### config.mk
export PLATFORM = sky130hd
export DESIGN_NAME = vsc_switch_regs
export DESIGN_NICKNAME = d
export VERILOG_FILES = /design/src/core/vsc_pkg.sv /design/src/core/vsc_switch_regs.sv /design/src/core/vsc_pin_sync.sv /design/src/core/vsc_upd_delay.sv
export SDC_FILE = /design/constraint.sdc
export NUM_CORES = 1
export LEC_CHECK = 0
export ABC_CLOCK_PERIOD_IN_PS = 6500
export BUFFER_PORTS_ARGS = -buffer_cell sky130_fd_sc_hd__buf_4
export CAP_MARGIN = 15
export CORE_MARGIN = 5
export CORE_UTILIZATION = 55
export CTS_BUF_LIST = sky130_fd_sc_hd__clkbuf_4
export DETAILED_ROUTE_END_ITERATION = 8
export GPL_ROUTABILITY_DRIVEN = 0
export PLACE_DENSITY = 0.72
export SLEW_MARGIN = 10
export SYNTH_ARGS = -nofsm -noshare
export SYNTH_HDL_FRONTEND = slang
export SYNTH_SLANG_ARGS = --single-unit
### constraint.sdc
create_clock -name sys_clk -period 6.5 [get_ports sys_clk]
set_clock_uncertainty 0.2 [all_clocks]
set_input_delay 0.975 -clock sys_clk [delete_from_list [all_inputs] [get_ports sys_clk]]
set_output_delay 0.975 -clock sys_clk [all_outputs]
set_load 0.005 [all_outputs]
### src/core/vsc_pkg.sv
// Functional notes
// (RULE1) first serial access locks out the parallel pins until reset
// (RULE2) slave address low three bits come from three strap pins
// (RULE3) tmds_path_on 0 puts main lanes in standby, 1 makes them active
// (RULE4) tmds_source_sel 00/01/10/11 routes group A/B/C/D to the output
// (RULE5) side_switch_on 0 opens the auxiliary switch, 1 closes it
// (RULE6) sixteen term_pulse_on_switch bits, two bytes, pick pulsed lanes
// (RULE7) sixteen input_eq_level bits, two bytes, set each lane's level
// (RULE8) fixed-zero bit positions read as zero and ignore writes
// (RULE9) master sends address 1001xxx MSB first, then register index
// (RULE10) writes apply after an update window; later writes supersede
// (RULE11) pulsed lane termination drops 100 ms after a source switch; the code drops it at the applied switch and restores it 100 ms later
package vsc_pkg;
  localparam int          NREG        = 8;
  localparam logic [3:0]  SLV_ADDR_HI = 4'h9;
  localparam int          IX_MAIN     = 0;
  localparam int          IX_AUX      = 1;
  localparam int          IX_RX       = 2;
  localparam int          IX_PLS_LO   = 3;
  localparam int          IX_PLS_HI   = 4;
  localparam int          IX_EQ_LO    = 5;
  localparam int          IX_EQ_HI    = 6;
  localparam int          IX_TX       = 7;
  // offsets, resets and writable-bit masks, indexed as above
  localparam logic [NREG-1:0][7:0] OFS_ALL =
    {8'h20, 8'h14, 8'h13, 8'h12, 8'h11, 8'h10, 8'h01, 8'h00};
  localparam logic [NREG-1:0][7:0] RST_ALL =
    {8'h03, 8'h00, 8'h00, 8'h00, 8'h00, 8'h01, 8'h40, 8'h40};
  localparam logic [NREG-1:0][7:0] WMASK_ALL =
    {8'h0f, 8'hff, 8'hff, 8'hff, 8'hff, 8'h01, 8'h43, 8'h43};
  localparam int          ON_BIT      = 6;
  localparam int          SEL_LSB     = 0;
  localparam int          TERM_BIT    = 0;
  localparam int          DRV_BIT     = 0;
  localparam int          OTERM_BIT   = 1;
  localparam int          BOOST_LSB   = 2;
  localparam int          CLK_NS      = 25;
  localparam int          UPD_DELAY_NS = 1000;
  localparam int          UPD_CYCLES  = (UPD_DELAY_NS + CLK_NS - 1) / CLK_NS;
  localparam int          PULSE_MS    = 100;
  localparam int          PULSE_CYCLES = PULSE_MS * 1000000 / CLK_NS;
  localparam int          PULSE_W     = 22;
endpackage

### src/core/vsc_switch_regs.sv
`timescale 1ns/1ps
`default_nettype none
module vsc_switch_regs #(
  parameter int PULSE_CYCLES = vsc_pkg::PULSE_CYCLES
) (
  input  wire logic        sys_clk,            // 40 MHz clock
  input  wire logic        rst_n,              // async reset, active low
  input  wire logic        scl_in,             // serial clock pin
  input  wire logic        sda_in,             // serial data pin level
  output logic             sda_out,            // serial data drive level
  output logic             sda_oe,             // serial data drive enable
  input  wire logic        bus_addr_pin_2,     // address strap bit 2
  input  wire logic        bus_addr_pin_1,     // address strap bit 1
  input  wire logic        bus_addr_pin_0,     // address strap bit 0
  input  wire logic        par_path_on,        // parallel lane enable
  input  wire logic [1:0]  par_source_sel,     // parallel source select
  input  wire logic        par_eq_level,       // parallel eq level
  input  wire logic [1:0]  par_boost_level,    // parallel pre-emphasis
  input  wire logic        par_output_term_on, // parallel output term
  input  wire logic        par_drive_level,    // parallel current level
  output logic             tmds_path_on,       // main lanes active
  output logic [1:0]       tmds_source_sel,    // main source group
  output logic             side_switch_on,     // aux switch closed
  output logic [1:0]       side_source_sel,    // aux source group
  output logic             input_term_on,      // input termination on
  output logic [15:0]      lane_term_connect,  // per-lane termination
  output logic [15:0]      input_eq_level,     // per-lane eq level
  output logic [1:0]       output_boost_level, // output pre-emphasis
  output logic             output_term_on,     // output termination
  output logic             output_drive_level, // output current level
  output logic             serial_mode         // parallel pins locked out
);
  localparam int NREG = vsc_pkg::NREG;

  typedef enum logic [8:0] {
    ST_IDLE     = 9'h001,
    ST_ADDR     = 9'h002,
    ST_ADDR_ACK = 9'h004,
    ST_REG      = 9'h008,
    ST_REG_ACK  = 9'h010,
    ST_WDATA    = 9'h020,
    ST_WD_ACK   = 9'h040,
    ST_RDATA    = 9'h080,
    ST_RD_ACK   = 9'h100
  } vsc_state_e;

  ////////////////////////////////////////////////////////////////////////
  // pin conditioning

  logic [1:0] line_f;
  logic [2:0] strap_f;
  logic [7:0] par_f;

  vsc_pin_sync #(.W(2)) u_line_sync (
    .sys_clk (sys_clk),
    .rst_n   (rst_n),
    .pin_in  ({scl_in, sda_in}),
    .pin_out (line_f)
  );

  vsc_pin_sync #(.W(11)) u_par_sync (
    .sys_clk (sys_clk),
    .rst_n   (rst_n),
    .pin_in  ({bus_addr_pin_2, bus_addr_pin_1, bus_addr_pin_0,
               par_path_on, par_source_sel, par_eq_level,
               par_boost_level, par_output_term_on, par_drive_level}),
    .pin_out ({strap_f, par_f})
  );

  logic scl_f;
  logic sda_f;
  logic scl_d_reg;
  logic sda_d_reg;
  logic scl_rise;
  logic scl_fall;
  logic bus_start;
  logic bus_stop;

  assign scl_f     = line_f[1];
  assign sda_f     = line_f[0];
  assign scl_rise  = scl_f & ~scl_d_reg;
  assign scl_fall  = ~scl_f & scl_d_reg;
  assign bus_start = scl_f & scl_d_reg & sda_d_reg & ~sda_f;
  assign bus_stop  = scl_f & scl_d_reg & ~sda_d_reg & sda_f;

  ////////////////////////////////////////////////////////////////////////
  // serial slave and register bank

  vsc_state_e            st_reg;
  vsc_state_e            st_next;
  logic [3:0]            cnt_reg;
  logic [3:0]            cnt_next;
  logic [7:0]            shift_reg;
  logic [7:0]            shift_next;
  logic [7:0]            idx_reg;
  logic [7:0]            idx_next;
  logic                  rw_reg;
  logic                  rw_next;
  logic                  nack_reg;
  logic                  nack_next;
  logic                  drv_reg;
  logic                  drv_next;
  logic                  ser_reg;
  logic                  ser_next;
  logic [NREG-1:0][7:0]  bank_reg;
  logic [NREG-1:0][7:0]  bank_next;
  logic [7:0]            rd_data;
  logic                  addr_hit;

  // unmapped indices read as zero and swallow writes
  always_comb
  begin
    rd_data = 8'h00;
    for (int i = 0; i < NREG; i++)
      if (idx_reg == vsc_pkg::OFS_ALL[i])
        rd_data = bank_reg[i];
  end

  assign addr_hit = (shift_reg[7:1] == {vsc_pkg::SLV_ADDR_HI, strap_f});

  always_comb
  begin
    st_next    = st_reg;
    cnt_next   = cnt_reg;
    shift_next = shift_reg;
    idx_next   = idx_reg;
    rw_next    = rw_reg;
    nack_next  = nack_reg;
    drv_next   = drv_reg;
    ser_next   = ser_reg;
    bank_next  = bank_reg;
    if (bus_start)
    begin
      st_next  = ST_ADDR;
      cnt_next = 4'h0;
      drv_next = 1'b0;
    end
    else if (bus_stop)
    begin
      st_next  = ST_IDLE;
      drv_next = 1'b0;
    end
    else
    begin
      case (st_reg)
        ST_ADDR, ST_REG, ST_WDATA:
        begin
          if (scl_rise)
          begin
            shift_next = {shift_reg[6:0], sda_f};
            cnt_next   = cnt_reg + 4'h1;
          end
          else if (scl_fall && cnt_reg == 4'h8)
          begin
            cnt_next = 4'h0;
            drv_next = 1'b1;
            if (st_reg == ST_ADDR)
            begin
              if (addr_hit) // [RULE2]
              begin
                rw_next  = shift_reg[0];
                ser_next = 1'b1; // [RULE1]
                st_next  = ST_ADDR_ACK;
              end
              else
              begin
                drv_next = 1'b0;
                st_next  = ST_IDLE;
              end
            end
            else if (st_reg == ST_REG)
            begin
              idx_next = shift_reg;
              st_next  = ST_REG_ACK;
            end
            else
            begin
              for (int i = 0; i < NREG; i++)
                if (idx_reg == vsc_pkg::OFS_ALL[i])
                  bank_next[i] = shift_reg & vsc_pkg::WMASK_ALL[i]; // [RULE8]
              st_next = ST_WD_ACK;
            end
          end
        end
        ST_ADDR_ACK, ST_REG_ACK, ST_WD_ACK:
        begin
          if (scl_fall)
          begin
            drv_next = 1'b0;
            if (st_reg == ST_ADDR_ACK && rw_reg)
            begin
              shift_next = rd_data;
              drv_next   = ~rd_data[7];
              st_next    = ST_RDATA;
            end
            else if (st_reg == ST_ADDR_ACK)
              st_next = ST_REG;
            else
              st_next = ST_WDATA;
          end
        end
        ST_RDATA:
        begin
          if (scl_fall)
          begin
            if (cnt_reg == 4'h7)
            begin
              cnt_next = 4'h0;
              drv_next = 1'b0;
              st_next  = ST_RD_ACK;
            end
            else
            begin
              shift_next = {shift_reg[6:0], 1'b0};
              drv_next   = ~shift_reg[6];
              cnt_next   = cnt_reg + 4'h1;
            end
          end
        end
        ST_RD_ACK:
        begin
          if (scl_rise)
            nack_next = sda_f;
          else if (scl_fall)
          begin
            if (nack_reg)
              st_next = ST_IDLE;
            else
            begin
              shift_next = rd_data;
              drv_next   = ~rd_data[7];
              st_next    = ST_RDATA;
            end
          end
        end
        default:
          st_next = ST_IDLE;
      endcase
    end
  end

  always_ff @(posedge sys_clk or negedge rst_n)
  begin
    if (!rst_n)
    begin
      scl_d_reg <= 1'b1;
      sda_d_reg <= 1'b1;
      st_reg    <= ST_IDLE;
      cnt_reg   <= 4'h0;
      shift_reg <= 8'h00;
      idx_reg   <= 8'h00;
      rw_reg    <= 1'b0;
      nack_reg  <= 1'b0;
      drv_reg   <= 1'b0;
      ser_reg   <= 1'b0;
      bank_reg  <= vsc_pkg::RST_ALL;
    end
    else
    begin
      scl_d_reg <= scl_f;
      sda_d_reg <= sda_f;
      st_reg    <= st_next;
      cnt_reg   <= cnt_next;
      shift_reg <= shift_next;
      idx_reg   <= idx_next;
      rw_reg    <= rw_next;
      nack_reg  <= nack_next;
      drv_reg   <= drv_next;
      ser_reg   <= ser_next;
      bank_reg  <= bank_next;
    end
  end

  // open drain: only ever pull low
  assign sda_out     = 1'b0;
  assign sda_oe      = drv_reg;
  assign serial_mode = ser_reg;

  ////////////////////////////////////////////////////////////////////////
  // source of each setting and its update window

  logic [NREG-1:0][7:0] par_cfg;
  logic [NREG-1:0][7:0] eff_cfg;
  logic [NREG-1:0][7:0] app;
  logic [NREG-1:0]      upd_busy;

  always_comb
  begin
    par_cfg            = vsc_pkg::RST_ALL;
    par_cfg[vsc_pkg::IX_MAIN] = {1'b0, par_f[7], 4'h0, par_f[6:5]};
    par_cfg[vsc_pkg::IX_AUX]  = {1'b0, 1'b1, 4'h0, par_f[6:5]};
    par_cfg[vsc_pkg::IX_EQ_LO] = {8{par_f[4]}};
    par_cfg[vsc_pkg::IX_EQ_HI] = {8{par_f[4]}};
    par_cfg[vsc_pkg::IX_TX]   = {4'h0, par_f[3:0]};
  end

  // pin bits: 7 enable, 6:5 source, 4 eq, 3:2 boost, 1 oterm, 0 drive
  assign eff_cfg = ser_reg ? bank_reg : par_cfg; // [RULE1]

  genvar g;
  generate
    for (g = 0; g < NREG; g++)
    begin : g_upd
      vsc_upd_delay #(
        .RST (vsc_pkg::RST_ALL[g]),
        .CYC (vsc_pkg::UPD_CYCLES)
      ) u_upd (
        .sys_clk (sys_clk),
        .rst_n   (rst_n),
        .want    (eff_cfg[g]),
        .applied (app[g]),
        .busy    (upd_busy[g])
      );
    end
  endgenerate

  ////////////////////////////////////////////////////////////////////////
  // termination pulse on source switch

  logic [vsc_pkg::PULSE_W-1:0] pls_reg;
  logic [vsc_pkg::PULSE_W-1:0] pls_next;
  logic [1:0]                  psel_reg;
  logic [15:0]                 lane_reg;
  logic [15:0]                 lane_next;
  logic [15:0]                 pulse_bits;
  logic                        sel_moved;

  assign pulse_bits = {app[vsc_pkg::IX_PLS_HI], app[vsc_pkg::IX_PLS_LO]};
  assign sel_moved  = app[vsc_pkg::IX_MAIN][1:0] != psel_reg;

  always_comb
  begin
    pls_next = pls_reg;
    if (sel_moved)
      pls_next = vsc_pkg::PULSE_W'(PULSE_CYCLES); // [RULE11]
    else if (pls_reg != '0)
      pls_next = pls_reg - 1'b1;
    lane_next = {16{app[vsc_pkg::IX_RX][vsc_pkg::TERM_BIT]}}
              & ~({16{pls_next != '0}} & pulse_bits); // [RULE6] [RULE11]
  end

  always_ff @(posedge sys_clk or negedge rst_n)
  begin
    if (!rst_n)
    begin
      pls_reg  <= '0;
      psel_reg <= 2'h0;
      lane_reg <= 16'h0000;
    end
    else
    begin
      pls_reg  <= pls_next;
      psel_reg <= app[vsc_pkg::IX_MAIN][1:0];
      lane_reg <= lane_next;
    end
  end

  ////////////////////////////////////////////////////////////////////////
  // outputs, from applied flip-flops except lane termination, which comes from lane_reg

  assign tmds_path_on       = app[vsc_pkg::IX_MAIN][vsc_pkg::ON_BIT]; // [RULE3]
  assign tmds_source_sel    = app[vsc_pkg::IX_MAIN][1:0];             // [RULE4]
  assign side_switch_on     = app[vsc_pkg::IX_AUX][vsc_pkg::ON_BIT];  // [RULE5]
  assign side_source_sel    = app[vsc_pkg::IX_AUX][1:0];
  assign input_term_on      = app[vsc_pkg::IX_RX][vsc_pkg::TERM_BIT];
  assign lane_term_connect  = lane_reg;
  assign input_eq_level     = {app[vsc_pkg::IX_EQ_HI],
                               app[vsc_pkg::IX_EQ_LO]};               // [RULE7]
  assign output_boost_level = app[vsc_pkg::IX_TX][3:2];
  assign output_term_on     = app[vsc_pkg::IX_TX][vsc_pkg::OTERM_BIT];
  assign output_drive_level = app[vsc_pkg::IX_TX][vsc_pkg::DRV_BIT];

  ////////////////////////////////////////////////////////////////////////
  // checks

  chk_serial_lock: assert property (@(posedge sys_clk) disable iff (!rst_n)
    ser_reg |=> ser_reg && eff_cfg == bank_reg) // [RULE1]
    else $error("parallel path reopened after serial access");
  chk_addr_match: assert property (@(posedge sys_clk) disable iff (!rst_n)
    st_reg == ST_ADDR && scl_fall && cnt_reg == 4'h8 && !bus_start
    && !bus_stop && shift_reg[7:1] == {vsc_pkg::SLV_ADDR_HI, strap_f}
    |=> st_reg == ST_ADDR_ACK && sda_oe) // [RULE2]
    else $error("own address not acknowledged");
  chk_path_apply: assert property (@(posedge sys_clk) disable iff (!rst_n)
    $fell(upd_busy[0]) |-> tmds_path_on == $past(eff_cfg[0][6])
    && tmds_source_sel == $past(eff_cfg[0][1:0])) // [RULE3] [RULE4]
    else $error("main path not updated at window end");
  chk_aux_apply: assert property (@(posedge sys_clk) disable iff (!rst_n)
    $fell(upd_busy[1]) |-> side_switch_on == $past(eff_cfg[1][6])) // [RULE5]
    else $error("aux switch not updated at window end");
  chk_eq_apply: assert property (@(posedge sys_clk) disable iff (!rst_n)
    $fell(upd_busy[5]) |-> input_eq_level[7:0] == $past(eff_cfg[5])) // [RULE7]
    else $error("eq level not updated at window end");
  chk_reserved_zero: assert property (@(posedge sys_clk) disable iff (!rst_n)
    (bank_reg[0] & 8'hbc) == 8'h00 && (bank_reg[2] & 8'hfe) == 8'h00
    && (bank_reg[7] & 8'hf0) == 8'h00) // [RULE8]
    else $error("fixed-zero bit became set");
  chk_pulse_start: assert property (@(posedge sys_clk) disable iff (!rst_n)
    sel_moved |=> pls_reg == vsc_pkg::PULSE_W'(PULSE_CYCLES)) // [RULE11]
    else $error("pulse timer not loaded on source switch");
  chk_pulse_lane: assert property (@(posedge sys_clk) disable iff (!rst_n)
    pls_reg != '0 && $past(pulse_bits[0]) && pulse_bits[0]
    |-> !lane_term_connect[0]) // [RULE6]
    else $error("pulsed lane kept termination");
endmodule
`default_nettype wire

### src/core/vsc_pin_sync.sv
`timescale 1ns/1ps
`default_nettype none
module vsc_pin_sync #(
  parameter int W = 1
) (
  input  wire logic         sys_clk, // system clock
  input  wire logic         rst_n,   // async reset, active low
  input  wire logic [W-1:0] pin_in,  // raw pin levels
  output logic      [W-1:0] pin_out  // filtered levels
);
  logic [W-1:0] s1_reg;
  logic [W-1:0] s2_reg;
  logic [W-1:0] s3_reg;
  logic [W-1:0] out_reg;
  logic [W-1:0] out_next;

  genvar g;
  generate
    for (g = 0; g < W; g++)
    begin : g_bit
      // a change counts only once the second and third stages agree
      always_comb
      begin
        out_next[g] = (s2_reg[g] == s3_reg[g]) ? s3_reg[g] : out_reg[g];
      end
    end
  endgenerate

  always_ff @(posedge sys_clk or negedge rst_n)
  begin
    if (!rst_n)
    begin
      s1_reg  <= '0;
      s2_reg  <= '0;
      s3_reg  <= '0;
      out_reg <= '0;
    end
    else
    begin
      s1_reg  <= pin_in;
      s2_reg  <= s1_reg;
      s3_reg  <= s2_reg;
      out_reg <= out_next;
    end
  end

  assign pin_out = out_reg;
endmodule
`default_nettype wire

### src/core/vsc_upd_delay.sv
`timescale 1ns/1ps
`default_nettype none
module vsc_upd_delay #(
  parameter logic [7:0] RST = 8'h00,
  parameter int         CYC = 1
) (
  input  wire logic       sys_clk, // system clock
  input  wire logic       rst_n,   // async reset, active low
  input  wire logic [7:0] want,    // configured value
  output logic      [7:0] applied, // value in physical effect
  output logic            busy     // update window open
);
  logic [15:0] cnt_reg;
  logic [15:0] cnt_next;
  logic [7:0]  app_reg;
  logic [7:0]  app_next;
  logic        busy_reg;
  logic        busy_next;

  // the window is not restarted by new writes; the last value wins
  always_comb
  begin
    cnt_next  = cnt_reg;
    app_next  = app_reg;
    busy_next = busy_reg;
    if (busy_reg)
    begin
      if (cnt_reg == 16'(CYC - 1))
      begin
        busy_next = 1'b0;
        app_next  = want; // [RULE10]
      end
      else
        cnt_next = cnt_reg + 16'h0001;
    end
    else if (want != app_reg)
    begin
      busy_next = 1'b1; // [RULE10]
      cnt_next  = 16'h0000;
    end
  end

  always_ff @(posedge sys_clk or negedge rst_n)
  begin
    if (!rst_n)
    begin
      cnt_reg  <= 16'h0000;
      app_reg  <= RST;
      busy_reg <= 1'b0;
    end
    else
    begin
      cnt_reg  <= cnt_next;
      app_reg  <= app_next;
      busy_reg <= busy_next;
    end
  end

  assign applied = app_reg;
  assign busy    = busy_reg;

  chk_window_hold: assert property (@(posedge sys_clk) disable iff (!rst_n)
    busy_reg && cnt_reg != 16'(CYC - 1) |=> $stable(app_reg)) // [RULE10]
    else $error("applied value changed inside update window");
  chk_window_len: assert property (@(posedge sys_clk) disable iff (!rst_n)
    $fell(busy_reg) |-> $past(cnt_reg) == 16'(CYC - 1)) // [RULE10]
    else $error("update window length wrong");
  chk_window_step: assert property (@(posedge sys_clk) disable iff (!rst_n)
    busy_reg && cnt_reg != 16'(CYC - 1)
    |=> busy_reg && cnt_reg == $past(cnt_reg) + 16'h0001) // [RULE10]
    else $error("update window counter skipped");
endmodule
`default_nettype wire

==> results.tsv <==
metric	value	unit
initial antenna violation count	1	
post-synthesis net count	1779	
Req. time, crit path	6.91	ns
Min Clock Period, post-route	3.576	ns
ys async rst share	100.0	%
Worst Tran Pin Value	1.098	ns
RR Startpoint	pls_reg[0]	
Setup TNS Final	0	ns
postcts setup bufs	0	
RSZ-0062 raised after global routing	false	
period utilisation layout	55.02	%
die width	189.7	um
max reg flops	128	
IO Pins	61	
wire per inst	17.10	um
max cap viols	0	
Clock Tree Buf Depth	3	
Final Power	5.722	mW
maximum clock rate	279.6	MHz
XOR/XNOR Fraction of Synth Area	4.932	%
largest net degree at the start of global routing	133	
Final Setup Violations	0	
Vias/cell	6.054	
Final Hold Fails	0	
Netlist Area Pre-Place	17760	um2
sequential cell area	8751	um2
final wirelength	39.22	mm
Arr. time, crit path	3.99	ns
# fillers	2632	
first-pass GRT wire length	67.10	mm
largest area contributor in the netlist	dfrtp_1	
Clock transition at path regs	0.07	ns
top cells by area, synth	dfrtp_1 (47%), mux2_2 (4.1%), xnor2_1 (3.4%), nand2_1 (3.0%), a21oi_1 (2.8%)	
Global Route Usage Sum	22.14	%
CTS Buf Count	92	
Power Density	291.7	nW/um2
CTS Sinks	349	
Critical Path Start	pls_reg[0]	
final net count	1841	
Initial Utilization	55.99	%
Die Area	35980	um2
Post-synth EDFFs	0	
Synth Area in Simple Gates	21.00	%
dpl hpwl	25.97	mm
Cells after Synth	1753	
die span in y	189.7	um
CTS tree	built	
Clock Latency Late Sink	0.77	ns
CP Class	flop to flop	
top cell type's share of synthesized area	47.34	%
Core Rows	65	
Synth Area in Adders	1.508	%
Synth Area in Compound Gates	13.47	%
vias in the first global route	13550	
Multi-input gate area	8346	um2
CP Max Fanout	16	
post-route non-filler standard cell count	2294	
core area	31720	um2
initial DRC count	762	
Slew Viols, Final	0	
outcome	completed	
Unique masters post-synth	89	
area delta synth->final	10.44	%
dominant synthesized flop cell	dfrtp_1	
Syn. warnings	0	
worst vdd ir	0.2105	mV
Slew Limit Headroom	25.77	%
drt first pass iters	5	
CTS H-tree depth	3	
post-synthesis mux area share	5.897	%
FF+latch count, synth	349	
Antenna Nets Post-Route	0	
Port Buffers	59	
root buf cell	clkbuf_4	
fraction of layout cells with a size suffix above 1	18.93	%
vias post-DR	13890	
Syn Area/Cell	10.13	um2
post-layout util	61.84	%
cts hold-fix bufs	0	
Worst setup EP type	flop	
Pleak	8.283	nW
largest family of logic cells by synthesized area	simple AND/OR/NAND/NOR gates	
placed cells	2122	
Remaining DRCs	0	
Overflow after GRT	0	
critical path launch point type	flop	
min-delay worst type	primary input to asynchronous set/reset pin	
CTS-repair resized insts	0	
register area share after synthesis	49.27	%
-- power by group --
part | total (mW) | switching (mW) | internal [mW] | leakage [nW]
Sequential | 2.68 | 0.279 | 2.40 | 4.46
Clock | 2.01 | 0.925 | 1.08 | 0.737
Combinational | 1.04 | 0.581 | 0.460 | 3.09
Total | 5.72 | 1.79 | 3.94 | 8.28
-- worst max-delay path: stages, from the launching register on --
cell and delay (ns):
dfrtp_1 0.45, inv_1 0.12, ha_1 0.30, nor3b_1 0.35, nand3_1 0.29, o41a_1 0.46, nor4_1 0.29, nand4bb_1 0.60
o22ai_1 0.39
-- final timing paths --
check                                        endpoint  slack, ns  depth (start not counted)
setup / recovery                 lane_term_connect[2]       2.92                          8
hold / removal             g_upd[0].u_upd.cnt_reg[14]       0.12                          1
setup reg to reg                 lane_term_connect[2]       2.92                          8
hold reg to reg                  u_par_sync.s2_reg[9]       0.15                          0
max in group asynchronous                      sda_oe       4.75                          2
min in group sys_clk             u_par_sync.s1_reg[4]       0.14                          1
-- cell families (layout without fill, tap and decap cells) --
kind of cell               count (synthesis)  in the layout
and+or+nand+nor                          662            662
AOI/OAI and AO/OA                        371            371
muxes                                     92             92
DFF                                      349            349
xor gates and xnor gates                 100            100
other                                      1              2
buffers and inverters                    154            292
adders and majority gates                 24             24
-- synth_stat cells (12+ instances only) --
cell / number
xnor2_1: 69
o22ai_1: 23
xor2_1: 31
nor3_1: 41
o31ai_1: 39
buf_2: 14
nor2_1: 118
clkbuf_1: 61
a21o_1: 12
nor4b_1: 21
and4_1: 15
buf_4: 24
o21ai_0: 94
dfrtp_1: 336
nand2_1: 141
maj3_1: 13
dfstp_2: 13
and3_1: 13
nand4_1: 37
or3_1: 46
a21oi_1: 100
nand3_1: 54
or4_1: 46
mux2_2: 65
mux2i_1: 15
a22o_1: 12
nor4_1: 43
inv_1: 49
-- placed cells by master, fill, tap and decap left out, types with 49 or more instances in the layout --
master    instances
a21oi_1         100
dfrtp_1         335
mux2_2           65
xnor2_1          69
nand2_1         141
inv_1            49
clkbuf_4        143
buf_4            68
nor2_1          117
nand3_1          54
o21ai_0          94
-- routing by layer --
| layer | GRT usage (%) | routed length (um) |
|---|---|---|
| met1 | 30.87 | 17940 |
| met2 | 34.43 | 18280 |
| met3 | 4.275 | 1829 |
| met4 | 8.904 | 1169 |
| met5 | 0 | 0 |
-- stage by stage --
step / hold WS [ns] / area, um2 / worst slack (ns)
after floorplan: 0.1312 / 17760 / 3.754
after global placement: 0.1339 / 18350 / 3.167
after detailed placement: 0.1347 / 18350 / 3.041
after CTS: 0.05056 / 19600 / 2.962
after global routing: 0.04709 / 19610 / 2.613
final: 0.1151 / 19610 / 2.924
-- final cells by class --
cell class,instances,area share (%)
clock inverter,28,0.9441
inverter,50,0.9569
antenna,1,0.01276
multi-input combinational,1250,42.55
clock buffer,142,5.435
tap,402,2.564
timing repair buffer,72,2.922
sequential,349,44.62
No activity file was read; power rests on OpenSTA's default activity.
